File: config.mk
export PLATFORM = sky130hd
export DESIGN_NAME = tpwm_timing
export DESIGN_NICKNAME = d
export VERILOG_FILES = /design/src/tpwm_pkg.sv /design/src/tpwm_phase.sv /design/src/tpwm_timing.sv
export SDC_FILE = /design/constraint.sdc
export NUM_CORES = 1
export LEC_CHECK = 0
export BUFFER_PORTS_ARGS = -buffer_cell sky130_fd_sc_hd__buf_2
export CORE_UTILIZATION = 30
export CTS_CLUSTER_SIZE = 25
export DETAILED_ROUTE_END_ITERATION = 10
export PLACE_DENSITY = 0.42
export SYNTH_ARGS = -nofsm -noshare
export SYNTH_HDL_FRONTEND = slang
export SYNTH_SLANG_ARGS = --single-unit
File: constraint.sdc
create_clock -name pclk -period 7 [get_ports pclk]
set_clock_uncertainty 0.05 [all_clocks]
set_input_delay 1.4 -clock pclk [delete_from_list [all_inputs] [get_ports pclk]]
set_output_delay 1.4 -clock pclk [all_outputs]
set_load 0.01 [all_outputs]
File: src/tpwm_pkg.sv
package tpwm_pkg;

	// Register bus geometry
	localparam int TPWM_ADDR_W = 8;
	localparam int TPWM_DATA_W = 32;

	// Register byte offsets
	localparam logic [7:0] TPWM_OFF_CONTROL = 8'h00;
	localparam logic [7:0] TPWM_OFF_STATUS = 8'h04;
	localparam logic [7:0] TPWM_OFF_PERIOD = 8'h08;
	localparam logic [7:0] TPWM_OFF_DEAD = 8'h0C;
	localparam logic [7:0] TPWM_OFF_DUTY0 = 8'h10;
	localparam logic [7:0] TPWM_OFF_DUTY1 = 8'h14;
	localparam logic [7:0] TPWM_OFF_DUTY2 = 8'h18;
	localparam logic [7:0] TPWM_OFF_OEC = 8'h1C;

	// Field widths
	localparam int TPWM_PERIOD_W = 16;
	localparam int TPWM_DEAD_W = 10;
	localparam int TPWM_DUTY_W = 16;
	localparam int TPWM_OEC_W = 9;
	localparam int TPWM_PAIRS = 3;

	// Field positions
	localparam int TPWM_CTRL_DOUBLE_BIT = 2;
	localparam int TPWM_STA_HALF_BIT = 0;
	localparam int TPWM_STA_TRIP_BIT = 3;
	localparam int TPWM_OEC_XOVER_TOP = 8;
	localparam int TPWM_OEC_DIS_TOP = 5;

	// Indices of the written-once flags
	localparam int TPWM_WR_PERIOD = 0;
	localparam int TPWM_WR_DUTY0 = 1;
	localparam int TPWM_WR_FLAGS = 4;

	// Reset values
	localparam logic TPWM_DOUBLE_RST = 1'b0;
	localparam logic [15:0] TPWM_PERIOD_RST = 16'h0000;
	localparam logic [9:0] TPWM_DEAD_RST = 10'h000;
	localparam logic [15:0] TPWM_DUTY_RST = 16'h0000;
	localparam logic [8:0] TPWM_OEC_RST = 9'h000;
	localparam logic [5:0] TPWM_OUT_OFF = 6'h3F;

	typedef struct packed {
		logic [TPWM_PERIOD_W-1:0] period;
		logic [TPWM_DEAD_W-1:0] dead;
		logic [TPWM_PAIRS-1:0][TPWM_DUTY_W-1:0] duty;
		logic [TPWM_OEC_W-1:0] oec;
	} tpwm_cfg_t;

	typedef struct packed {
		logic high_on;
		logic low_on;
	} tpwm_pair_t;

	typedef enum logic [1:0] {
		TPWM_FIRST = 2'b01,
		TPWM_SECOND = 2'b10
	} tpwm_half_t;

endpackage

File: src/tpwm_phase.sv
`timescale 1ns/1ns
module tpwm_phase #(
	parameter int CNT_W = 16,
	parameter int DEAD_W = 10
) (
	input wire logic pclk,
	input wire logic presetn,
	input wire logic [CNT_W-1:0] cnt,
	input wire logic second_half,
	input wire logic [CNT_W-1:0] period,
	input wire logic [DEAD_W-1:0] dead,
	input wire logic [CNT_W-1:0] duty,
	output tpwm_pkg::tpwm_pair_t pair
);
	import tpwm_pkg::*;

	initial
	begin
		if (CNT_W < 2 || DEAD_W < 1 || DEAD_W > CNT_W)
			$error("tpwm_phase: unsupported width");
	end

	// Two spare bits keep every difference signed and overflow free
	wire logic signed [CNT_W+1:0] c = $signed({2'b00, cnt});
	wire logic signed [CNT_W+1:0] p = $signed({2'b00, period});
	wire logic signed [CNT_W+1:0] d = $signed({2'b00, duty});
	wire logic signed [CNT_W+1:0] t = $signed({{(CNT_W+2-DEAD_W){1'b0}}, dead});

	// Both edges move away from the duty instant by the dead time
	wire logic signed [CNT_W+1:0] hi_first_on = p - d + t;
	wire logic signed [CNT_W+1:0] lo_first_off = p - d - t;
	wire logic signed [CNT_W+1:0] hi_second_off = d - t;
	wire logic signed [CNT_W+1:0] lo_second_on = d + t;

	// Comparisons saturate naturally between 0% and 100%
	wire logic next_high = second_half ? (c < hi_second_off) : (c >= hi_first_on);
	wire logic next_low = second_half ? (c >= lo_second_on) : (c < lo_first_off);

	always_ff @(posedge pclk or negedge presetn)
	begin
		if (!presetn)
			pair <= '0;
		else
			pair <= '{high_on: next_high, low_on: next_low};
	end

endmodule // tpwm_phase

File: src/tpwm_timing.sv
// The address map and the APB register port were chosen for this implementation.
`timescale 1ns/1ns
// Overview of operation
// - Two interrupt outputs: one per sync pulse, one per shutdown action.
// - Period register holds core cycles in half a switching period.
// - One 10-bit dead-time register serves all three output pairs.
// - Dead time is register value times two core cycles; zero gives none.
// - Control bit 2 selects double update; reset leaves single update.
// - Single mode: one sync per period, its edge loads all timing values.
// - Enable and crossover register is captured on the same sync edges.
// - Double mode adds a midpoint sync that loads all values again.
// - Status bit 0 is zero in the first half, one in the second.
// - Three 16-bit duty registers give high-side on-time per half period.
// - Timing outputs are active low; low turns the switch on.
// - Dead time moves both complementary edges equally from the duty instant.
// - Single mode on-times are 2(duty-dead) and 2(period-duty-dead), clamped.
// - Double mode halves use own values; on-times clamp within the period.
// - Channels one and two work exactly like channel zero.
// - No outputs until period and all three duties are written once.
// - A period register write starts the main period timer.
// - First sync comes 1.5 periods after the period write, one in double mode.
// - Each of the six outputs can be disabled on its own.
// - The trip input produces the reset that stops the timing unit.
// - Sync control makes the internal sync; the external pin is never chosen.
// - Trip low forces outputs off and blocks sync without clocked logic.
// - Bits 8,7,6 swap pairs 0,1,2; bits 0-5 hold outputs off; reset clears.
// - After shutdown, resume needs all four rewritten and trip high again.
module tpwm_timing (
	input wire logic pclk,
	input wire logic presetn,
	input wire logic psel,
	input wire logic penable,
	input wire logic pwrite,
	input wire logic [tpwm_pkg::TPWM_ADDR_W-1:0] paddr,
	input wire logic [tpwm_pkg::TPWM_DATA_W-1:0] pwdata,
	output logic [tpwm_pkg::TPWM_DATA_W-1:0] prdata,
	output logic pready,
	output logic pslverr,
	input wire logic fault_trip_input_n,
	output logic pair0_high_out_n,
	output logic pair0_low_out_n,
	output logic pair1_high_out_n,
	output logic pair1_low_out_n,
	output logic pair2_high_out_n,
	output logic pair2_low_out_n,
	output logic period_sync_pulse,
	output logic sync_irq,
	output logic trip_irq
);
	import tpwm_pkg::*;

	// Pin wiring and flag layout below are fixed to three pairs
	initial
	begin
		if (TPWM_PAIRS != 3 || TPWM_OEC_W != 9)
			$error("tpwm_timing: output stage serves three pairs only");
		if (TPWM_WR_FLAGS != TPWM_PAIRS + 1 || TPWM_WR_PERIOD != 0 || TPWM_WR_DUTY0 != 1)
			$error("tpwm_timing: written-once flag layout unsupported");
		if (TPWM_DEAD_W > TPWM_PERIOD_W)
			$error("tpwm_timing: dead time wider than the period");
	end

	// Register file
	logic double_mode;
	tpwm_cfg_t cfg;
	tpwm_cfg_t act;
	logic [TPWM_WR_FLAGS-1:0] written;

	// Timer state
	tpwm_half_t half;
	logic [TPWM_PERIOD_W-1:0] cnt;
	logic run;
	logic armed;

	// Trip synchroniser and edge detect
	logic trip_meta;
	logic trip_s;
	logic trip_prev;

	// Output stage
	tpwm_pair_t [TPWM_PAIRS-1:0] pair;
	logic [5:0] pwm_q;
	logic sync_q;

	// APB decode
	wire logic apb_setup_done = psel & penable & ~pready;
	wire logic apb_access = psel & penable & pready;
	wire logic apb_wr = apb_access & pwrite;
	wire logic hit_control = (paddr == TPWM_OFF_CONTROL);
	wire logic hit_status = (paddr == TPWM_OFF_STATUS);
	wire logic hit_period = (paddr == TPWM_OFF_PERIOD);
	wire logic hit_dead = (paddr == TPWM_OFF_DEAD);
	wire logic hit_duty0 = (paddr == TPWM_OFF_DUTY0);
	wire logic hit_duty1 = (paddr == TPWM_OFF_DUTY1);
	wire logic hit_duty2 = (paddr == TPWM_OFF_DUTY2);
	wire logic hit_oec = (paddr == TPWM_OFF_OEC);
	wire logic addr_known = hit_control | hit_status | hit_period | hit_dead |
		hit_duty0 | hit_duty1 | hit_duty2 | hit_oec;
	wire logic [TPWM_PAIRS-1:0] hit_duty = {hit_duty2, hit_duty1, hit_duty0};

	wire logic wr_period = apb_wr & hit_period;
	wire logic [TPWM_PAIRS-1:0] wr_duty = {TPWM_PAIRS{apb_wr}} & hit_duty;
	// Write marks laid out like the written-once flags
	wire logic [TPWM_WR_FLAGS-1:0] wr_mark;
	assign wr_mark[TPWM_WR_PERIOD] = wr_period;
	assign wr_mark[TPWM_WR_DUTY0 +: TPWM_PAIRS] = wr_duty;

	// Places one flag at its bit position in a bus word
	function automatic logic [TPWM_DATA_W-1:0] flag_word(input logic flag, input int pos);
		flag_word = '0;
		flag_word[pos] = flag;
	endfunction

	// Read multiplexer
	wire logic [TPWM_DATA_W-1:0] rd_control =
		flag_word(double_mode, TPWM_CTRL_DOUBLE_BIT);
	wire logic [TPWM_DATA_W-1:0] rd_status =
		flag_word(half == TPWM_SECOND, TPWM_STA_HALF_BIT) |
		flag_word(trip_s, TPWM_STA_TRIP_BIT);
	wire logic [TPWM_DATA_W-1:0] rd_mux =
		hit_control ? rd_control :
		hit_status ? rd_status :
		hit_period ? TPWM_DATA_W'(cfg.period) :
		hit_dead ? TPWM_DATA_W'(cfg.dead) :
		hit_duty0 ? TPWM_DATA_W'(cfg.duty[0]) :
		hit_duty1 ? TPWM_DATA_W'(cfg.duty[1]) :
		hit_duty2 ? TPWM_DATA_W'(cfg.duty[2]) :
		hit_oec ? TPWM_DATA_W'(cfg.oec) :
		'0;

	// Shutdown and timer sequencing
	wire logic trip_event = trip_prev & ~trip_s;
	wire logic all_written = &written;
	wire logic start = ~run & trip_s & written[TPWM_WR_PERIOD];
	wire logic half_end = run & (cnt == act.period - 16'h0001);
	// Period start always loads; midpoint loads only in double mode
	wire logic load_evt = half_end & ((half == TPWM_SECOND) | double_mode);
	// Internal sync is the only source; no external sync path exists
	wire logic sync_fire = load_evt & all_written & trip_s;
	// Single mode starts mid-half so the first sync lands 1.5 periods out
	wire logic [TPWM_PERIOD_W-1:0] start_cnt = double_mode ? '0 : (cfg.period >> 1);

	// APB slave: one wait state, then data and error from flops
	always_ff @(posedge pclk or negedge presetn)
	begin
		if (!presetn)
		begin
			pready <= 1'b0;
			prdata <= '0;
			pslverr <= 1'b0;
		end
		else
		begin
			pready <= apb_setup_done;
			pslverr <= apb_setup_done & ~addr_known;
			if (apb_setup_done & ~pwrite)
				prdata <= rd_mux;
		end
	end

	// Software registers
	always_ff @(posedge pclk or negedge presetn)
	begin
		if (!presetn)
		begin
			double_mode <= TPWM_DOUBLE_RST;
			cfg.period <= TPWM_PERIOD_RST;
			cfg.dead <= TPWM_DEAD_RST;
			cfg.duty <= {TPWM_PAIRS{TPWM_DUTY_RST}};
			cfg.oec <= TPWM_OEC_RST;
		end
		else if (apb_wr)
		begin
			if (hit_control)
				double_mode <= pwdata[TPWM_CTRL_DOUBLE_BIT];
			if (hit_period)
				cfg.period <= pwdata[TPWM_PERIOD_W-1:0];
			if (hit_dead)
				cfg.dead <= pwdata[TPWM_DEAD_W-1:0];
			for (int i = 0; i < TPWM_PAIRS; i++)
				if (hit_duty[i])
					cfg.duty[i] <= pwdata[TPWM_DUTY_W-1:0];
			if (hit_oec)
				cfg.oec <= pwdata[TPWM_OEC_W-1:0];
		end
	end

	// Written-once flags; a write in the trip cycle still counts
	always_ff @(posedge pclk or negedge presetn)
	begin
		if (!presetn)
			written <= '0;
		else
			written <= (trip_event ? '0 : written) | wr_mark;
	end

	// Trip pin synchroniser
	always_ff @(posedge pclk or negedge presetn)
	begin
		if (!presetn)
		begin
			trip_meta <= 1'b0;
			trip_s <= 1'b0;
			trip_prev <= 1'b0;
		end
		else
		begin
			trip_meta <= fault_trip_input_n;
			trip_s <= trip_meta;
			trip_prev <= trip_s;
		end
	end

	// Main period timer
	always_ff @(posedge pclk or negedge presetn)
	begin
		if (!presetn)
		begin
			run <= 1'b0;
			half <= TPWM_FIRST;
			cnt <= '0;
		end
		else if (trip_event | ~trip_s)
		begin
			run <= 1'b0;
			half <= TPWM_FIRST;
			cnt <= '0;
		end
		else if (start)
		begin
			run <= 1'b1;
			half <= TPWM_FIRST;
			cnt <= start_cnt;
		end
		else if (half_end)
		begin
			cnt <= '0;
			unique case (half)
				TPWM_FIRST: half <= TPWM_SECOND;
				TPWM_SECOND: half <= TPWM_FIRST;
			endcase
		end
		else if (run)
			cnt <= cnt + 16'h0001;
	end

	// Active timing values, loaded on sync edges
	always_ff @(posedge pclk or negedge presetn)
	begin
		if (!presetn)
		begin
			act <= '0;
			armed <= 1'b0;
		end
		else if (trip_event)
			armed <= 1'b0;
		else if (start)
			act.period <= cfg.period;
		else if (load_evt)
		begin
			act <= cfg;
			armed <= armed | all_written;
		end
	end

	// Three identical phase generators
	for (genvar g = 0; g < TPWM_PAIRS; g++)
	begin : g_phase
		tpwm_phase #(
			.CNT_W(TPWM_PERIOD_W),
			.DEAD_W(TPWM_DEAD_W)
		) u_phase (
			.pclk(pclk),
			.presetn(presetn),
			.cnt(cnt),
			.second_half(half == TPWM_SECOND),
			.period(act.period),
			.dead(act.dead),
			.duty(act.duty[g]),
			.pair(pair[g])
		);
	end

	// Timing-unit commands as pin levels, before crossover and disable
	wire logic [TPWM_PAIRS-1:0] hi_n;
	wire logic [TPWM_PAIRS-1:0] lo_n;
	for (genvar g = 0; g < TPWM_PAIRS; g++)
	begin : g_level
		assign hi_n[g] = ~pair[g].high_on;
		assign lo_n[g] = ~pair[g].low_on;
	end

	// Crossover first, then per-output disable; result is active low
	logic [5:0] next_pwm;
	always_comb
	begin
		next_pwm = TPWM_OUT_OFF;
		for (int i = 0; i < TPWM_PAIRS; i++)
		begin
			if (act.oec[TPWM_OEC_XOVER_TOP-i])
			begin
				next_pwm[2*i] = lo_n[i];
				next_pwm[2*i+1] = hi_n[i];
			end
			else
			begin
				next_pwm[2*i] = hi_n[i];
				next_pwm[2*i+1] = lo_n[i];
			end
			// Disable bit pairs count down from bit 5: L then H per pair
			if (act.oec[TPWM_OEC_DIS_TOP-2*i-1])
				next_pwm[2*i] = 1'b1;
			if (act.oec[TPWM_OEC_DIS_TOP-2*i])
				next_pwm[2*i+1] = 1'b1;
		end
		if (!(run & armed & trip_s))
			next_pwm = TPWM_OUT_OFF;
	end

	always_ff @(posedge pclk or negedge presetn)
	begin
		if (!presetn)
		begin
			pwm_q <= TPWM_OUT_OFF;
			sync_q <= 1'b0;
			sync_irq <= 1'b0;
			trip_irq <= 1'b0;
		end
		else
		begin
			pwm_q <= next_pwm;
			sync_q <= sync_fire;
			sync_irq <= sync_fire;
			trip_irq <= trip_event;
		end
	end

	// Trip pin gates the pins directly so a dead clock cannot hold a switch on
	assign pair0_high_out_n = pwm_q[0] | ~fault_trip_input_n;
	assign pair0_low_out_n = pwm_q[1] | ~fault_trip_input_n;
	assign pair1_high_out_n = pwm_q[2] | ~fault_trip_input_n;
	assign pair1_low_out_n = pwm_q[3] | ~fault_trip_input_n;
	assign pair2_high_out_n = pwm_q[4] | ~fault_trip_input_n;
	assign pair2_low_out_n = pwm_q[5] | ~fault_trip_input_n;
	assign period_sync_pulse = sync_q & fault_trip_input_n;

endmodule // tpwm_timing

==> results.toml, run 1 <==
[critical_path]
crit_path_start_kind = "flip-flop"
required_ns = 7.41
critPathBufInv = 1
r2r_cells = 25
max_stage_delay_ns = 0.54
r2r_start = "act[68]$_DFFE_PN0P_"
worstReg2RegEnd = "g_phase[1].u_phase.pair[1]$_DFF_PN0_"
crit_top_cell = "a21oi_1"
crit_fanout = 6
critPathKind = "reg -> reg"
end_kind = "flip-flop"
rrSetupSlack_ns = 0.83
cp_top_family = "compound AO/OA/AOI/OAI gates"
cp.arrival_ns = 6.58
crit_slowest_cell = "dfrtp_1"

[clocking]
clk_pin_slew_ns = 0.06
cts_buffers = 29
cts_tree = "done"
holdBufCountCts = 0
postCtsSetupRepairBufs = 0
h-tree-depth = 1
clockBufferDepth = 3
ctsResizeCount = 0
cts-root-buf = "clkbuf_16"
clock_latency_ns = 0.57
cts_sinks = 226

[drt]
drtIter0Drc = 973
ant_nets = 0
drcViolationCount = 0
wl_per_cell_microns = 21.7
first_pass_iters = 5
avgViaCountPerCell = 5.32
drt-total-wl_microns = 78000
routed-via-count = 19077

[synthesis]
yosysUniqueCellTypes = 86
synth_fa_ha_area_share_pct = 21.0
synth-compound-area-share_pct = 20.1
synth.yosys.seq_area_share_pct = 25.0
synth_async_sr_flop_share_pct = 100
synth_flop_cell = "dfrtp_1"
netlist_instances = 2549
syn_area_sq_um = 22700
yosys_warnings = 0
avgSynthCellArea_sq_um = 8.89
ys_seq_elements = 226
synth.area.mux_share_pct = 6.82
synth_xor_area_share_pct = 8.19
synth_edf_count = 0
synthSimpleGateAreaFrac_pct = 14.3
synth_top_family_by_area = "adder cells"

[sta]
rsz0062_at_grt = "no"
hold_viol = 0
worst_slew_pin_slew_ns = 1.22
fin_tns_setup_ns = 0
relSlewSlack_pct = 18.4
period_share_pct = 88.1
setup_viol = 0
fmax_ghz = 0.162
finalCriticalPeriod_ns = 6.17
finalMaxSlewViolations = 0

[worst_hold_path]
hold_class = "reg -> reg"
hold_depth = 0
hp-start = "trip_meta$_DFF_PN0_"
hold_path_end = "trip_s$_DFF_PN0_"

[job]
maxCapViolCount = 0

[placement]
hpwl_microns = 62200
portBuffers = 56
finalWeightedCongestion = 0.893

[die]
die_area_sq_um = 76700
initial_core_util_pct = 30.4
io_pins = 89
core_sq_um = 74600
rows = 100
dieWidth_microns = 277
fp.dieH_microns = 277

[final_layout]
nets = 3015
drive_above_1_share_pct = 11.5
diodes = 0
fillerInstances = 7765
ff_latch_area_sq_um = 5660
area_growth_pct = 10.5
multiInputGateArea_sq_um = 16000

[global_route]
grt_pass1_wl_microns = 117000
antenna_found_initial = 2
grt_start_max_net_pins = 149
gr-total-overflow = 0
first_global_vias = 19375
grt_use_total_pct = 20.1

[pwr]
leakagePower_nw = 11.6
power_mw = 3.01
ir_worst_vdd_v = 0.000160
powerDensity_nw_per_um2 = 120

[status]
status = "finished, final reports clean"
[cells by family (layout without fill, tap and decap cells)]
family,count (synthesis),count (layout)
AO/OA/AOI/OAI,681,681
XOR/XNOR,212,212
adder cells (fa/ha/maj),371,371
buffers and inverters,251,307
flip-flops,226,226
multiplexers,140,140
other,1,16
AND/OR/NAND/NOR,667,667
[cell usage after synthesis (11+ instances only)]
cell / instances / area [sq um]
a2111oi_0: 11 / 96.3
a211o_1: 12 / 105
a211oi_1: 26 / 195
a21boi_0: 14 / 105
a21o_1: 58 / 435
a21oi_1: 153 / 766
a22oi_1: 21 / 158
a31oi_1: 17 / 106
and2_1: 11 / 68.8
and3_1: 17 / 106
buf_2: 11 / 55.1
buf_4: 17 / 128
clkbuf_1: 52 / 195
dfrtp_1: 219 / 5480
fa_1: 15 / 300
ha_1: 356 / 4450
inv_1: 157 / 589
mux2_2: 106 / 1190
mux2i_1: 24 / 240
nand2_1: 199 / 747
nand2b_1: 51 / 319
nand3_1: 42 / 210
nand4_1: 20 / 125
nor2_1: 152 / 571
nor2b_1: 50 / 313
nor3_1: 54 / 270
nor4_1: 16 / 100
o211ai_1: 19 / 143
o21a_1: 35 / 263
o21ai_0: 157 / 786
o21ai_2: 20 / 175
o21bai_1: 19 / 143
or3_1: 24 / 150
xnor2_1: 163 / 1430
xor2_1: 49 / 429
[placed cells by master (no fill, tap or decap), types with 29 or more instances in the layout]
cell type and n:
a21o_1 58, clkbuf_16 29, o21ai_0 157, inv_1 157, nand2b_1 51, o21a_1 35, a21oi_1 153, nand2_1 199
nand3_1 42, xnor2_1 163, buf_2 55, xor2_1 49, mux2_2 106, ha_1 356, nor2_1 151, nor2b_1 50
dfrtp_1 219, buf_4 39, nor3_1 53
[where the power goes]
group          leakage, nW  total, mW  switching, mW  internal (mW)
Sequential            3.10       1.33         0.0163           1.32
Combinational         7.98      0.143         0.0982         0.0448
Clock                0.482       1.54          0.648          0.888
Total                 11.6       3.01          0.762           2.25
[layout make-up]
class | count | share of cell area [%]
clock buffer | 36 | 3.20
clock inverter | 17 | 0.624
timing repair buffer | 96 | 2.41
multi-input combinational | 2087 | 64.0
tap | 969 | 4.84
sequential | 226 | 22.6
inverter | 158 | 2.37
[state kept, by name, indices dropped and copies added, names as in the netlist, 2 cells and up]
| register | count |
|---|---|
| act | 83 |
| cfg | 83 |
| cnt | 16 |
| prdata | 16 |
| g_phase.u_phase.pair | 6 |
| pwm_q | 6 |
| written | 4 |
| half | 2 |
[routing by layer]
layer  global-route usage (%)  routed length [microns]  vias to the layer above
met3                     1.42                     2560                       78
met1                     27.5                    37100                     9362
met5                        0                        0                        -
li1                         -                        -                     9279
met4                     4.79                     1700                        0
met2                     34.2                    36600                      358
[worst max path at each step]
| stage | from | endpoint | slack [ns] | cells past startpoint |
|---|---|---|---|---|
| after detailed placement | act[68]$_DFFE_PN0P_ | g_phase[1].u_phase.pair[1]$_DFF_PN0_ | 0.87 | 25 |
| final | act[68]$_DFFE_PN0P_ | g_phase[1].u_phase.pair[1]$_DFF_PN0_ | 0.83 | 25 |
| after CTS | act[68]$_DFFE_PN0P_ | g_phase[1].u_phase.pair[1]$_DFF_PN0_ | 0.84 | 25 |
| after global placement | act[68]$_DFFE_PN0P_ | g_phase[1].u_phase.pair[1]$_DFF_PN0_ | 0.95 | 25 |
| after floorplan | act[26]$_DFFE_PN0P_ | g_phase[1].u_phase.pair[1]$_DFF_PN0_ | 1.76 | 25 |
| after global routing | act[68]$_DFFE_PN0P_ | g_phase[0].u_phase.pair[1]$_DFF_PN0_ | 0.48 | 22 |
[worst reg2reg max path, delay by kind of cell, from the launching register on]
family,cells,cell delay (ns)
adders and majority gates,3,1.24
AOI/OAI and AO/OA,12,2.47
xor gates and xnor gates,2,0.41
DFF,1,0.54
and+or+nand+nor,7,1.09
buffers and inverters,1,0.27
[per-stage QoR]
| stage | utilization, % | std cells | hold WS [ns] | setup WS (ns) | area, sq um |
|---|---|---|---|---|---|
| after floorplan | - | 2564 | 0.281 | 1.76 | 22700 |
| after global placement | 32.3 | 3536 | 0.286 | 0.948 | 24100 |
| after detailed placement | 32.3 | 3536 | 0.290 | 0.871 | 24100 |
| after CTS | 33.6 | 3589 | 0.304 | 0.839 | 25100 |
| after global routing | 33.6 | 3589 | 0.314 | 0.484 | 25100 |
| final | 33.6 | 3589 | 0.306 | 0.831 | 25100 |
No activity file was read; power rests on OpenSTA's default activity.
==> run 2: changes to the inputs <==
--- a/config.mk
+++ b/config.mk
@@ -10,6 +10,7 @@
 export CTS_CLUSTER_SIZE = 25
 export DETAILED_ROUTE_END_ITERATION = 10
 export PLACE_DENSITY = 0.42
+export RECOVER_POWER = 50
 export SYNTH_ARGS = -nofsm -noshare
 export SYNTH_HDL_FRONTEND = slang
 export SYNTH_SLANG_ARGS = --single-unit
==> run 2 against run 1 <==
The flow now finishes with violations (max-capacitance violations, max-slew violations). Global-route usage is the same. Sequential cell count is the same. Largest cell class unchanged. Via count is essentially flat.
==> results.toml, run 2 (synthesis results as in run 1) <==
[pwr]
powerDensity_nw_per_um2 = 120
ir_worst_vdd_v = 0.000159
leakagePower_nw = 11.5

[placement]
place_ws_ns = 0.871
finalWeightedCongestion = 0.893
portBuffers = 56
hpwl_microns = 62200
dp_cells = 3536

[status]
status = "finished, violations left"
failed_checks = "max-capacitance violations, max-slew violations"

[worst_hold_path]
hold_class = "reg -> reg"

[critical_path]
crit_top_cell = "a21oi_1"
crit_fanout = 6
critPathKind = "reg -> reg"
crit_slowest_cell = "dfrtp_1"
max_stage_delay_ns = 0.53
end_kind = "flip-flop"
crit_path_start_kind = "flip-flop"
cp.arrival_ns = 6.55
required_ns = 7.41

[clocking]
cts_sinks = 226
clockBufferDepth = 3
cts-root-buf = "clkbuf_16"
ctsResizeCount = 0
cts_tree = "done"
postCtsSetupRepairBufs = 0
clock_latency_ns = 0.57
cts_buffers = 29
holdBufCountCts = 0
clk_pin_slew_ns = 0.06
h-tree-depth = 1

[sta]
setup_slack_ns = 0.857
worst_slew_pin_slew_ns = 5.04
fin_tns_setup_ns = 0
finalMaxSlewViolations = 80
rsz0062_at_grt = "no"
setup_viol = 0
fmax_ghz = 0.163
whs_ns = 0.302
period_share_pct = 87.8
finalCriticalPeriod_ns = 6.14
hold_viol = 0
relSlewSlack_pct = -236

[final_layout]
area_growth_pct = 10.5
diodes = 0
final_cell_mix = "356 x ha_1, 219 x dfrtp_1, 199 x nand2_1, 163 x xnor2_1"
fin_util_pct = 33.6
drive_above_1_share_pct = 11.3
instances_no_fill = 3589
final_common_cell = "ha_1"
top_regs = "act: 83 flops, cfg: 83 flops"
nets = 3015

[drt]
first_pass_iters = 6
ant_nets = 0
drt-total-wl_microns = 78000
drtIter0Drc = 926
routed-via-count = 19072
drcViolationCount = 0
avgViaCountPerCell = 5.31
wl_per_cell_microns = 21.7

[global_route]
grt_pass1_wl_microns = 117000
grt_use_total_pct = 20.1
gr-total-overflow = 0
antenna_found_initial = 2
grt_start_max_net_pins = 149
first_global_vias = 19375

[die]
io_pins = 89
initial_core_util_pct = 30.4
rows = 100
fp.dieH_microns = 277
dieWidth_microns = 277
die_area_sq_um = 76700
core_sq_um = 74600

[job]
maxCapViolCount = 1
[run 2: cell count changes in the layout (fill, tap and decap cells not counted), sizes merged]
| cell | previous run | this run |
|---|---|---|
| clkbuf | 36 | 39 |
| buf | 96 | 93 |
[run 2: final timing paths]
| check | cells after the start | start | slack (ns) | endpoint |
|---|---|---|---|---|
| max | 25 | act[68]$_DFFE_PN0P_ | 0.86 | g_phase[1].u_phase.pair[1]$_DFF_PN0_ |
| min | 0 | trip_meta$_DFF_PN0_ | 0.30 | trip_s$_DFF_PN0_ |
| max reg2reg | 25 | act[68]$_DFFE_PN0P_ | 0.86 | g_phase[1].u_phase.pair[1]$_DFF_PN0_ |
| min reg2reg | 0 | trip_meta$_DFF_PN0_ | 0.30 | trip_s$_DFF_PN0_ |
| max in group asynchronous | 1 | presetn | 1.47 | act[42]$_DFFE_PN0P_ |
| min in group asynchronous | 1 | presetn | 2.60 | cfg[20]$_DFFE_PN0P_ |
[run 2: power by group]
part           switching, mW  internal [mW]
combinational         0.0981         0.0443
clock                  0.647          0.888
sequential            0.0169           1.32
total                  0.762           2.25
[run 2: worst max-delay path: cells and delay by family, from the launching register on]
family	cells	cell delay (ns)
buf+inv	1	0.27
simple gates	7	1.09
fa+ha+maj	3	1.23
compound gates	12	2.46
xor+xnor	2	0.41
flops	1	0.53
[run 2: per-layer routing]
layer / GRT usage (%) / vias up / share of wire (%)
met5: 0 / - / 0
met4: 4.79 / 0 / 2.2
met3: 1.42 / 76 / 3.2
met2: 34.2 / 374 / 47
met1: 27.5 / 9330 / 48
li1: - / 9292 / -
[run 2: cell type report]
cell class	instances	area, sq um
Sequential cell	226	5660
Clock buffer	36	802
Clock inverter	17	156
Tap cell	969	1210
Fill cell	7768	49500
Timing Repair Buffer	96	587
Multi-Input combinational cell	2087	16000
Inverter	158	593
[run 2: through the flow]
step,power [mW],instance area (sq um)
2_1_floorplan,1.42,22700
3_5_place_dp,1.50,24100
5_1_grt,3.12,25000
3_3_place_gp,1.50,24100
4_1_cts,3.06,25100
6_report,3.01,25000
==> run 3: changes to the inputs <==
==> constraint.sdc (replaced) <==
create_clock -name pclk -period 6.3 [get_ports pclk]
set_clock_uncertainty 0.05 [all_clocks]
set_input_delay 1.26 -clock pclk [delete_from_list [all_inputs] [get_ports pclk]]
set_output_delay 1.26 -clock pclk [all_outputs]
set_load 0.01 [all_outputs]
==> run 3 against run 2 <==
The run still ends with max-capacitance violations, max-slew violations left. Combinational power rose by 13%. Sequential share of layout area fell by 0.10 points. Count of clock-buffer cells in the layout rose by 9. Hold slack improved by 0.0011 ns. Total power rose by 8.6%. Critical path type unchanged. Largest cell class unchanged. Largest power group unchanged.
==> results.toml, run 3 (synthesis results as in run 1) <==
[drt]
ant_nets = 0
first_pass_iters = 5
routed-via-count = 19317
avgViaCountPerCell = 5.35
drt-total-wl_microns = 78900
drcViolationCount = 0
drtIter0Drc = 1114
wl_per_cell_microns = 21.9

[sta]
fmax_ghz = 0.169
hold_viol = 0
fin_tns_setup_ns = 0
finalCriticalPeriod_ns = 5.90
worst_slew_pin_slew_ns = 3.51
whs_ns = 0.303
finalMaxSlewViolations = 127
rsz0062_at_grt = "no"
relSlewSlack_pct = -134
setup_viol = 0
period_share_pct = 93.7

[global_route]
grt_pass1_wl_microns = 118000
antenna_found_initial = 4
top_usage_layer = "met2"
met2_usage_pct = 34.3
gr-total-overflow = 0
grtUsageMet3_pct = 1.40
first_global_vias = 19543
grt.met1_usage_pct = 27.6
grt_start_max_net_pins = 127
grt_use_total_pct = 20.2

[critical_path]
crit_fanout = 8
end_kind = "flip-flop"
rrSetupSlack_ns = 0.40
crit_path_start_kind = "flip-flop"
required_ns = 6.70
max_stage_delay_ns = 0.59
critPathKind = "reg -> reg"
crit_slowest_cell = "a2111oi_0"
cp.arrival_ns = 6.30

[placement]
portBuffers = 56
hpwl_microns = 62700
finalWeightedCongestion = 0.894
place_area_sq_um = 24300

[die]
rows = 100
fp.dieH_microns = 277
io_pins = 89
core_sq_um = 74600
dieWidth_microns = 277
initial_core_util_pct = 30.4
die_area_sq_um = 76700

[status]
status = "finished, violations left"
failed_checks = "max-capacitance violations, max-slew violations"

[clocking]
clock_latency_ns = 0.57
h-tree-depth = 1
clockBufferDepth = 3
holdBufCountCts = 0
cts-root-buf = "clkbuf_16"
postCtsSetupRepairBufs = 0
cts_tree = "done"
cts_buffers = 28
cts_sinks = 226
clk_pin_slew_ns = 0.06
ctsResizeCount = 0

[pwr]
powerDensity_nw_per_um2 = 130
ir_worst_vdd_v = 0.000214
leakagePower_nw = 11.6

[worst_hold_path]
hold_class = "reg -> reg"

[final_layout]
top_regs = "act: 83 flops, cfg: 83 flops"
diodes = 0
area_growth_pct = 11.0
final_common_cell = "ha_1"
drive_above_1_share_pct = 11.8
fillerInstances = 7760
nets = 3035
final_cell_area_sq_um = 25200
final_cell_mix = "356 x ha_1, 219 x dfrtp_1, 199 x nand2_1, 163 x xnor2_1"

[job]
maxCapViolCount = 1
-- run 3: path summary, 6_finish.rpt --
| path | from | end | depth (start not counted) |
|---|---|---|---|
| setup / recovery | act[26]$_DFFE_PN0P_ | g_phase[1].u_phase.pair[1]$_DFF_PN0_ | 25 |
| hold / removal | trip_meta$_DFF_PN0_ | trip_s$_DFF_PN0_ | 0 |
| setup reg to reg | act[26]$_DFFE_PN0P_ | g_phase[1].u_phase.pair[1]$_DFF_PN0_ | 25 |
| hold reg to reg | trip_meta$_DFF_PN0_ | trip_s$_DFF_PN0_ | 0 |
| max in group asynchronous | presetn | act[41]$_DFFE_PN0P_ | 2 |
| min in group asynchronous | presetn | prdata[10]$_DFFE_PN0P_ | 1 |
-- run 3: layer usage --
layer	wire length, microns	vias to the layer above
met5	0	-
li1	-	9337
met4	2000	0
met1	37200	9495
met3	2780	82
met2	36900	403
-- run 3: per-stage QoR --
step	util (%)	instances	power (mW)	worst slack (ns)
after global placement	32.5	3557	1.67	0.405
after floorplan	-	2564	1.58	1.06
after detailed placement	32.5	3557	1.67	0.398
after CTS	33.8	3609	3.32	0.358
final	33.7	3609	3.27	0.400
after global routing	33.7	3609	3.38	0.0532
-- run 3: power breakdown --
group	switching [mW]	total (mW)	internal, mW
logic	0.110	0.161	0.0511
registers	0.0185	1.48	1.47
clock network	0.688	1.63	0.939
total	0.816	3.27	2.46
-- run 3: worst max-delay path: cells and delay by family (launching register included) --
family                     cells  cell delay, ns
buffers and inverters          2            0.33
and+or+nand+nor                4            0.60
xor gates and xnor gates       2            0.24
DFF                            1            0.53
adders and majority gates      3            1.05
AOI/OAI and AO/OA             14            2.99
-- run 3: cell type report --
class	count	area, sq um	share of cell area, %
Timing Repair Buffer	117	733	2.91
Multi-Input combinational cell	2087	16000	63.7
Clock buffer	45	866	3.44
Inverter	158	593	2.36
Sequential cell	226	5660	22.5
Clock inverter	7	52.6	0.209
Tap cell	969	1210	4.82
